File: src/include/fprc_params.svh
// Purpose: Constants for the flash power and reset protection controller.
// Assumes: A 10 MHz system clock.
// Notes: Register offsets are byte addresses on the AXI4-Lite slave.
`ifndef FPRC_PARAMS_SVH
`define FPRC_PARAMS_SVH
`define FPRC_CLK_MHZ 10
`define FPRC_WAKE_READ_NS 600
`define FPRC_WAKE_WRITE_NS 1000
`define FPRC_RESET_LOW_NS 100
`define FPRC_STROBE_NS 100
`define FPRC_CYC(ns) (((ns) * `FPRC_CLK_MHZ + 999) / 1000)
`define FPRC_OFF_CTRL 8'h00
`define FPRC_OFF_CMD 8'h04
`define FPRC_OFF_STATUS 8'h08
`define FPRC_OFF_RDATA 8'h0C
`define FPRC_CMD_READ_ARRAY 8'hFF
`define FPRC_CMD_READ_STATUS 8'h70
`define FPRC_CMD_CLEAR_STATUS 8'h50
`define FPRC_SR_SUPPLY_LOW 3
`define FPRC_SR_WRITE_ERR 4
`define FPRC_SR_ERASE_ERR 5
`define FPRC_SR_READY 7
`define FPRC_RESP_OKAY 2'b00
`define FPRC_RESP_DECERR 2'b11
`define FPRC_RESP_SLVERR 2'b10
`define FPRC_CTRL_PD_BIT 0
`define FPRC_CTRL_RA_BIT 1
`define FPRC_CMD_RD_BIT 31
`define FPRC_CMD_ADDR_LSB 8
`endif

File: src/include/fprc_pkg.sv
// Purpose: Types for the flash power and reset protection controller.
// Assumes: Nothing beyond the parameter header.
// Notes: The sequencer walks one bus cycle on the flash pins at a time.
package fprc_pkg;
    typedef enum logic [2:0] {
        FprcIdle,
        FprcSetup,
        FprcStrobe,
        FprcHold,
        FprcPowerDown,
        FprcWake
    } fprc_state_t;
endpackage

File: src/logic/fprc_host.sv
// Purpose: Host controller that drives the flash reset, strobes and data pins.
// Assumes: Software orders writes, reads and power-down over AXI4-Lite.
// Notes on behaviour
// Device sets supply-low with write or erase error on supply failure.
// Reset low during an operation aborts it and enters deep power-down.
// Host reissues the whole command sequence after an aborted operation; the code clears busy and sets the aborted status bit instead of reissuing.
// Device clears status on power-off and whenever reset goes low.
// Device keeps its last command regardless of supply or select changes.
// Device returns to read-array at power-up, wake and core lockout.
// Host writes read-array before reading the array after any operation.
// Device works whichever supply rises first.
// Writes happen only with write strobe and chip select both low.
// Device ignores all control inputs while reset is low.
// Data-altering operations need a setup write then a confirm write.
// Host keeps supplies valid and reset high during operations.
// Host waits wake delays before reading or writing after reset rises.
// Reset is driven from the supply-valid signal and system reset.
// Chip select is decoded per device; output strobe is shared.
// Device floats data and latches nothing in deep power-down.
// Supply-low bit is one after a supply abort, else zero.
// Write error bit is one after a failed write, else zero.
// Host returns the device to read-array by writing its command code.
// Notes: CTRL bit0 requests power-down, bit1 sets read-array after each write command other than read-array itself.
`timescale 1ns/1ps
`include "fprc_params.svh"
module fprc_host #(
    parameter int ADDR_W = 20
) (
    input wire logic sys_clk,
    input wire logic arst_n,
    input wire logic supplyValid,
    input wire logic [7:0] awaddr,
    input wire logic awvalid,
    output logic awready,
    input wire logic [31:0] wdata,
    input wire logic [3:0] wstrb,
    input wire logic wvalid,
    output logic wready,
    output logic [1:0] bresp,
    output logic bvalid,
    input wire logic bready,
    input wire logic [7:0] araddr,
    input wire logic arvalid,
    output logic arready,
    output logic [31:0] rdata,
    output logic [1:0] rresp,
    output logic rvalid,
    input wire logic rready,
    output logic [ADDR_W-1:0] flashAddr,
    output logic [7:0] flashDataOut,
    output logic flashDataOe,
    input wire logic [7:0] flashDataIn,
    output logic chipSelectN,
    output logic writeStrobeN,
    output logic outputStrobeN,
    output logic resetPowerdownN
);
    import fprc_pkg::*;
    localparam int WakeReadCyc = `FPRC_CYC(`FPRC_WAKE_READ_NS);
    localparam int WakeWriteCyc = `FPRC_CYC(`FPRC_WAKE_WRITE_NS);
    localparam int LowCyc = `FPRC_CYC(`FPRC_RESET_LOW_NS);
    localparam int StrobeCyc = `FPRC_CYC(`FPRC_STROBE_NS);
    localparam int CntW = 8;

    typedef struct packed {
        fprc_state_t state;
        logic [CntW-1:0] cnt;
        logic [CntW-1:0] wakeCnt;
        logic sv1;
        logic sv2;
        logic pdReq;
        logic autoRa;
        logic raPending;
        logic isRead;
        logic [ADDR_W-1:0] addr;
        logic [7:0] dout;
        logic [7:0] rdByte;
        logic [7:0] din1;
        logic [7:0] din2;
        logic rdCap;
        logic busy;
        logic aborted;
        logic awHeld;
        logic wHeld;
        logic [7:0] awAddr;
        logic [31:0] wData;
        logic [3:0] wStrb;
        logic awready;
        logic wready;
        logic bvalid;
        logic [1:0] bresp;
        logic arready;
        logic rvalid;
        logic [31:0] rdata;
        logic [1:0] rresp;
        logic dataOe;
        logic csN;
        logic weN;
        logic oeN;
        logic rpN;
    } fprc_regs_t;

    fprc_regs_t q_r;
    fprc_regs_t q_nxt;

    function automatic logic [CntW-1:0] cycles(input int n);
        cycles = CntW'(n < 1 ? 1 : n);
    endfunction

    always_comb begin
        q_nxt = q_r;
        q_nxt.sv1 = supplyValid;
        q_nxt.sv2 = q_r.sv1;
        q_nxt.din1 = flashDataIn;
        q_nxt.din2 = q_r.din1;
        q_nxt.rdCap = 1'b0;
        if (q_r.rdCap) begin
            q_nxt.rdByte = q_r.din2;
        end
        q_nxt.awready = 1'b0;
        q_nxt.wready = 1'b0;
        q_nxt.arready = 1'b0;
        if (q_r.wakeCnt != '0) begin
            q_nxt.wakeCnt = q_r.wakeCnt - 1'b1;
        end
        if (awvalid && !q_r.awHeld && !q_r.awready) begin
            q_nxt.awready = 1'b1;
            q_nxt.awHeld = 1'b1;
            q_nxt.awAddr = awaddr;
        end
        if (wvalid && !q_r.wHeld && !q_r.wready) begin
            q_nxt.wready = 1'b1;
            q_nxt.wHeld = 1'b1;
            q_nxt.wData = wdata;
            q_nxt.wStrb = wstrb;
        end
        if (q_r.bvalid && bready) begin
            q_nxt.bvalid = 1'b0;
        end
        if (q_r.awHeld && q_r.wHeld && !q_r.bvalid) begin
            q_nxt.awHeld = 1'b0;
            q_nxt.wHeld = 1'b0;
            q_nxt.bvalid = 1'b1;
            q_nxt.bresp = `FPRC_RESP_OKAY;
            if (q_r.awAddr == `FPRC_OFF_CTRL) begin
                if (q_r.wStrb[0]) begin
                    q_nxt.pdReq = q_r.wData[`FPRC_CTRL_PD_BIT];
                    q_nxt.autoRa = q_r.wData[`FPRC_CTRL_RA_BIT];
                end
            end else if (q_r.awAddr == `FPRC_OFF_CMD) begin
                if (!q_r.busy && !q_r.raPending && q_r.state == FprcIdle) begin
                    q_nxt.busy = 1'b1;
                    q_nxt.aborted = 1'b0;
                    q_nxt.isRead = q_r.wData[`FPRC_CMD_RD_BIT];
                    q_nxt.dout = q_r.wData[7:0];
                    q_nxt.addr = q_r.wData[`FPRC_CMD_ADDR_LSB +: ADDR_W];
                end else begin
                    q_nxt.bresp = `FPRC_RESP_SLVERR;
                end
            end else if (q_r.awAddr != `FPRC_OFF_STATUS && q_r.awAddr != `FPRC_OFF_RDATA) begin
                q_nxt.bresp = `FPRC_RESP_DECERR;
            end
        end
        if (q_r.rvalid && rready) begin
            q_nxt.rvalid = 1'b0;
        end
        if (arvalid && !q_r.rvalid && !q_r.arready) begin
            q_nxt.arready = 1'b1;
            q_nxt.rvalid = 1'b1;
            q_nxt.rresp = `FPRC_RESP_OKAY;
            case (araddr)
                `FPRC_OFF_CTRL: q_nxt.rdata = {30'h0000_0000, q_r.autoRa, q_r.pdReq};
                `FPRC_OFF_CMD: q_nxt.rdata = {q_r.isRead, 3'h0, 20'(q_r.addr), q_r.dout};
                `FPRC_OFF_STATUS: q_nxt.rdata = {26'h000_0000, q_r.wakeCnt != '0, q_r.aborted,
                    q_r.state == FprcPowerDown, !q_r.rpN, q_r.raPending, q_r.busy};
                `FPRC_OFF_RDATA: q_nxt.rdata = {24'h00_0000, q_r.rdByte};
                default: begin
                    q_nxt.rdata = 32'h0000_0000;
                    q_nxt.rresp = `FPRC_RESP_DECERR;
                end
            endcase
        end
        case (q_r.state)
            FprcIdle: begin
                q_nxt.csN = 1'b1;
                q_nxt.weN = 1'b1;
                q_nxt.oeN = 1'b1;
                q_nxt.dataOe = 1'b0;
                // reset between cycles
                // supply reset
                if (!q_r.sv2 || q_r.pdReq) begin
                    q_nxt.rpN = 1'b0;
                    q_nxt.cnt = cycles(LowCyc);
                    q_nxt.state = FprcPowerDown;
                // read-array first
                end else if (q_r.raPending) begin
                    q_nxt.dout = `FPRC_CMD_READ_ARRAY;
                    q_nxt.isRead = 1'b0;
                    q_nxt.state = FprcSetup;
                end else if (q_r.busy) begin
                    // wake delays
                    if (q_r.wakeCnt == '0 || (q_r.isRead &&
                        q_r.wakeCnt <= cycles(WakeWriteCyc - WakeReadCyc))) begin
                        q_nxt.state = FprcSetup;
                    end
                end
            end
            FprcSetup: begin
                q_nxt.csN = 1'b0;
                // select gates strobe
                q_nxt.oeN = !q_r.isRead;
                q_nxt.dataOe = !q_r.isRead;
                q_nxt.cnt = cycles(StrobeCyc);
                q_nxt.state = FprcStrobe;
            end
            FprcStrobe: begin
                // write strobe low with select, output strobe high
                q_nxt.weN = q_r.isRead;
                q_nxt.cnt = q_r.cnt - 1'b1;
                if (q_r.cnt == CntW'(1)) begin
                    q_nxt.state = FprcHold;
                end
            end
            FprcHold: begin
                q_nxt.weN = 1'b1;
                q_nxt.oeN = 1'b1;
                q_nxt.state = FprcIdle;
                q_nxt.rdCap = q_r.isRead;
                q_nxt.busy = 1'b0;
                // read-array code
                q_nxt.raPending = q_r.autoRa && !q_r.isRead && q_r.dout != `FPRC_CMD_READ_ARRAY;
            end
            FprcPowerDown: begin
                q_nxt.csN = 1'b1;
                q_nxt.weN = 1'b1;
                q_nxt.oeN = 1'b1;
                q_nxt.dataOe = 1'b0;
                // abort is reported
                if (q_r.busy) begin
                    q_nxt.aborted = 1'b1;
                    q_nxt.busy = 1'b0;
                end
                if (q_r.cnt != '0) begin
                    q_nxt.cnt = q_r.cnt - 1'b1;
                end else if (q_r.sv2 && !q_r.pdReq) begin
                    q_nxt.rpN = 1'b1;
                    q_nxt.state = FprcWake;
                end
            end
            FprcWake: begin
                q_nxt.wakeCnt = cycles(WakeWriteCyc);
                q_nxt.raPending = 1'b0;
                q_nxt.state = FprcIdle;
            end
            default: q_nxt.state = FprcIdle;
        endcase
    end

    always_ff @(posedge sys_clk or negedge arst_n) begin
        if (!arst_n) begin
            q_r <= '0;
            q_r.state <= FprcIdle;
            q_r.csN <= 1'b1;
            q_r.weN <= 1'b1;
            q_r.oeN <= 1'b1;
        end else begin
            q_r <= q_nxt;
        end
    end

    assign awready = q_r.awready;
    assign wready = q_r.wready;
    assign bvalid = q_r.bvalid;
    assign bresp = q_r.bresp;
    assign arready = q_r.arready;
    assign rvalid = q_r.rvalid;
    assign rdata = q_r.rdata;
    assign rresp = q_r.rresp;
    assign flashAddr = q_r.addr;
    assign flashDataOut = q_r.dout;
    assign flashDataOe = q_r.dataOe;
    assign chipSelectN = q_r.csN;
    assign writeStrobeN = q_r.weN;
    assign outputStrobeN = q_r.oeN;
    assign resetPowerdownN = q_r.rpN;
endmodule

File: config.mk
export PLATFORM = sky130hd
export DESIGN_NAME = fprc_host
export DESIGN_NICKNAME = d
export VERILOG_FILES = /design/src/include/fprc_pkg.sv /design/src/logic/fprc_host.sv
export VERILOG_INCLUDE_DIRS = /design/src /design/src/include
export SDC_FILE = /design/constraint.sdc
export NUM_CORES = 1
export LEC_CHECK = 0
export BUFFER_PORTS_ARGS = -buffer_cell sky130_fd_sc_hd__buf_2
export CORE_MARGIN = 2
export CORE_UTILIZATION = 35
export DETAILED_ROUTE_END_ITERATION = 6
export PLACE_DENSITY = 0.54
export SETUP_SLACK_MARGIN = 0.4
export SYNTH_ARGS = -nofsm -noshare
export SYNTH_HDL_FRONTEND = slang
export SYNTH_SLANG_ARGS = --single-unit
File: constraint.sdc
create_clock -name sys_clk -period 2.4 [get_ports sys_clk]
set_clock_uncertainty 0.2 [all_clocks]
set_input_delay 0.36 -clock sys_clk [delete_from_list [all_inputs] [get_ports sys_clk]]
set_output_delay 0.36 -clock sys_clk [all_outputs]
set_load 0.01 [all_outputs]
# --- Yosys cells after proc, flatten, opt, wreduce, memory -nomap -nowiden ---
# Index checks and enable logic that the tools add are counted.
word_totals:
  ff_bits: 169
  input_bits: 68
  out_inout_bits: 74
  elab_cells: 169
classes:
  n_addsub: 2
  order_cmp: 1
  n_eq_ne: 20
  muxes: 53
  n_bitwise: 1
  reduce_logical: 57
ops:
  columns: ["cell", "count"]
  rows:
  - ["case mux 32 bit (4 select lines)", 1]
  - ["2-to-1 mux 29 bit", 4]
  - ["2-to-1 mux 8 bit", 7]
  - ["2-to-1 mux 36 bit", 1]
  - ["case mux 8 bit (4 select lines)", 1]
  - ["logical NOT 8 bit", 3]
  - ["2-to-1 mux 3 bit", 8]
  - ["nonzero test 2 bit", 10]
  - ["2-to-1 mux 2 bit", 9]
  - ["logical AND 1 bit", 17]
  - ["equality test 8 x 3 -> 1 bit, second input constant", 2]
  - ["equality test 8 x 4 -> 1 bit, second input constant", 2]
  - ["!= test 8 x 4 -> 1 bit, second input constant", 2]
  - ["nonzero test 8 bit", 2]
  - ["subtractor 8 x 1 -> 8 bit, second input constant", 2]
  - ["2-to-1 mux 1 bit", 14]
  - ["logical NOT 1 bit", 13]
  - ["case mux 3 bit (4 select lines)", 1]
  - ["case mux 1 bit (2 select lines)", 5]
  - ["equality test 8 x 1 -> 1 bit, second input constant", 1]
  - ["less-or-equal comparator 8 x 3 -> 1 bit, second input constant", 1]
  - ["!= test 8 bit, second input constant", 1]
  - ["AND reduction 4 bit", 2]
  - ["equality test 3 x 2 -> 1 bit, second input constant", 2]
  - ["other kinds (17)", 23]

# --- Logic depth before layout (Yosys ltp) ---
depth:
  ltp_word: 10
  ltp_mapped: 7
  ltp_nobuf: 6

# --- Least setup slack after synthesis ---
# No wires, ideal clock.
synth_timing:
  kind: "register to register"
  start: "register q_r[83] (netlist bit)"
  end: "register q_r, in the netlist flashDataOut[0]"
  arrival_time_ps: 1747
  required_time_ps: 2062
  path_slack_ps: 315
  path_stages_with_launch: 6
  path_buffers: 1
  synth_period_minus_slack_ps: 2085
  path_cell_list: "dfrtp_1 > or4_4 > or4_1 > clkbuf_2 > o21ai_0 > nand3_1"
synth_rtl:
  columns: ["element", "line_no", "rtl"]
  rows:
  - ["start, declared", "fprc_host.sv:103", "fprc_regs_t q_r;"]
  - ["start signal, assigned", "fprc_host.sv:267", "q_r <= q_nxt;"]

==> flow_summary.yaml <==
clock_network:
  tritoncts: "yes"
  cts_root_buf: "clkbuf_16"
  numCtsBuffers: 17
  clk_pin_slew_worst_paths_ps: 60
  cts.path.max_buffers: 2
  htree_levels: 4
  clk_latency_ps: 420
  clock-sinks: 162
cells_and_area:
  fill_cells: 1839
  nNetsFinal: 788
  finalNonFillerCells: 997
  area_growth_pct: 27.6
  seq_area_um2: 4060
  diodes: 0
  multiInputGateArea_um2: 2600
  drive_above_1_share: 0.418
routing:
  wl_mm: 16.3
  ant_nets: 0
  drt_iter0_markers: 297
  viasPerCell: 4.82
  drc: 0
  drt-wirelength-per-cell_um: 16.4
  vias: 4806
  first_pass_iters: 4
critical_path:
  path_buf_inv: 0
  crit_chain: "or4_4 -> or4_4 -> o21ai_1 -> nand3_1"
  worstPathArrival_ps: 2240
  reg2reg_slack_ps: 230
  endpoint_kind: "flop"
  r2r-end: "flashDataOut[5]"
  timing.rr.start: "q_r[82]"
  critPathTopFamily: "simple AND/OR/NAND/NOR gates"
  crit_end: "flashDataOut[5]"
  crit_type: "reg -> reg"
  startpoint: "q_r[82]"
  cp-start-kind: "flop"
  worst-path-stages: 4
  worstRegToRegCells: 4
  critPathMaxFanout: 5
  slowest_delay_ps: 590
  cp_common_cell: "or4_4"
  cp.required_ps: 2470
  slowest_stage: "or4_4"
synthesis:
  synthFlopType: "dfrtp_1"
  yosys.area.top_type: "dfrtp_1"
  synth_top_area_share: 0.560
  synth_cell_types: 56
  synth_seq_cells: 162
  synth_edf_count: 0
  synth.cell_area_um2: 7110
  syn_area_per_cell_um2: 12.4
  synth_common_cells: "159 x dfrtp_1, 64 x buf_4, 50 x mux2_2, 30 x o21ai_0"
  synth_seq_area_share: 0.571
  synth_cells: 574
  synth_area_leaders: "dfrtp_1 56%, mux2_2 7.9%, buf_4 6.8%"
  yosys_warnings: 0
  synth_most_common_cell: "dfrtp_1"
  ys_async_sr_fraction: 1.00
timing:
  tns_ps: 0
  fin_crit_ps: 2170
  slew_headroom: 0.654
  period_share: 0.904
  max_freq_mhz: 461
  setup_violations: 0
  worst_pin_slew_ps: 506
  finalHoldViolCount: 0
  drv_slew: 0
  grt_setup_unrepaired: "true"
place:
  dpl.cell_count: 906
  placement.io_buffers: 132
  place_congestion: 0.829
  dp_hpwl_mm: 11.4
global_routing:
  grt_overflow_total: 0
  grt_pass1_wl_mm: 25.9
  antenna_found_initial: 0
  grt_pass1_vias: 4791
  grt_max_degree: 57
  grtUsageTotal: 0.154
die:
  die_x_um: 146
  fp.dieH_um: 146
  start_util: 0.353
  fp-row-count: 52
  core_um2: 20100
  dieArea_um2: 21500
  top_level_ports: 142
status:
  outcome: "finished, final reports clean"
pwr:
  power.leakage_nw: 4.38
  peakVddDrop_uv: 556
  powerDensity_nw_per_um2: 1040
flow_run:
  cap_violations: 0
min_path:
  hold_path.class: "in -> reg"
-- final cells by class --
class                   count  area share
repair buffers            209       0.156
clock buffers              22      0.0512
clock inverters             8      0.0141
flip-flops and latches    162       0.448
inverters                  15     0.00621
well taps                 270      0.0373
multi-input cells         311       0.287
-- routing by layer --
| layer | routed length [µm] | vias to the layer above | track usage |
|---|---|---|---|
| met1 | 7660 | 2378 | 0.214 |
| met4 | 331 | 0 | 0.0573 |
| li1 | - | 2274 | - |
| met5 | 0 | - | 0 |
| met2 | 7600 | 131 | 0.239 |
| met3 | 720 | 23 | 0.0291 |
-- what timing repair did --
| action | in CTS | in global routing |
|---|---|---|
| gates cloned | 1 | 0 |
| resized for setup | 27 | 33 |
| buffers inserted | 7 | 3 |
| setup endpoints to repair | 40 | 43 |
| hold buffers | 50 | 0 |
| pin swaps | 9 | 13 |
| endpoints found under the hold margin | 102 | 0 |
-- worst min-delay path, cell delays in order --
cell and delay, ps:
buf_2 80, nand2_1 50, inv_1 100
-- flip-flops by register name (all words and copies together) (netlist names), 2 cells and up --
| name | flops |
|---|---|
| flashAddr | 20 |
| rdata | 29 |
| q_r | 83 |
| bresp | 2 |
| flashDataOut | 8 |
| q_nxt | 9 |
-- how the worst min path moves through the flow --
stage,from,endpoint,cells after the start
3_5_place_dp,q_nxt[99],q_r[99],0
6_report,arvalid,arready,3
3_3_place_gp,q_nxt[100],q_r[100],0
2_1_floorplan,arst_n,arready,0
5_1_grt,arvalid,arready,3
4_1_cts,arvalid,arready,3
-- cells by family (layout without fill, tap and decap cells) --
group,Yosys count,after routing,synth area share
muxes,76,76,0.132
AOI/OAI and AO/OA,96,96,0.0930
buffers and inverters,104,254,0.0917
and+or+nand+nor,123,124,0.0945
DFF,162,162,0.571
xor gates and xnor gates,6,6,0.00739
other,1,3,0.000528
adders and majority gates,6,6,0.00986
-- where the power goes --
group | switching (mW) | total [mW] | leakage [nW] | internal [mW]
sequential | 0.522 | 3.89 | 2.07 | 3.37
clock | 1.06 | 2.75 | 0.283 | 1.69
combinational | 1.39 | 2.76 | 2.03 | 1.37
total | 2.97 | 9.40 | 4.38 | 6.43
-- placed cells by master (no fill, tap or decap), types with 7 or more instances in the layout --
cell,Yosys,layout
dfrtp_1,159,155
buf_2,4,131
mux2_2,50,50
dlygate4sd3_1,0,50
a22o_1,26,26
nand3_1,26,24
buf_4,64,22
nand2_1,20,20
o21ai_0,30,20
nor2_1,20,19
mux2_4,18,18
clkbuf_16,0,17
inv_1,14,13
a21oi_1,11,10
nand2b_1,7,7
-- through the flow --
stage | setup slack (ps) | utilization | cell area [µm²] | hold slack, ps | power (mW)
floorplan | 315 | - | 7110 | -136 | 5.48
global placement | 173 | 0.383 | 7700 | 139 | 6.08
detailed placement | 109 | 0.383 | 7700 | 136 | 6.21
CTS | 253 | 0.443 | 8910 | 8.50 | 9.23
global route | 201 | 0.451 | 9070 | 48.9 | 9.98
finish | 231 | 0.451 | 9070 | 22.3 | 9.40
Note: power is estimated with default switching activity, not from simulation.
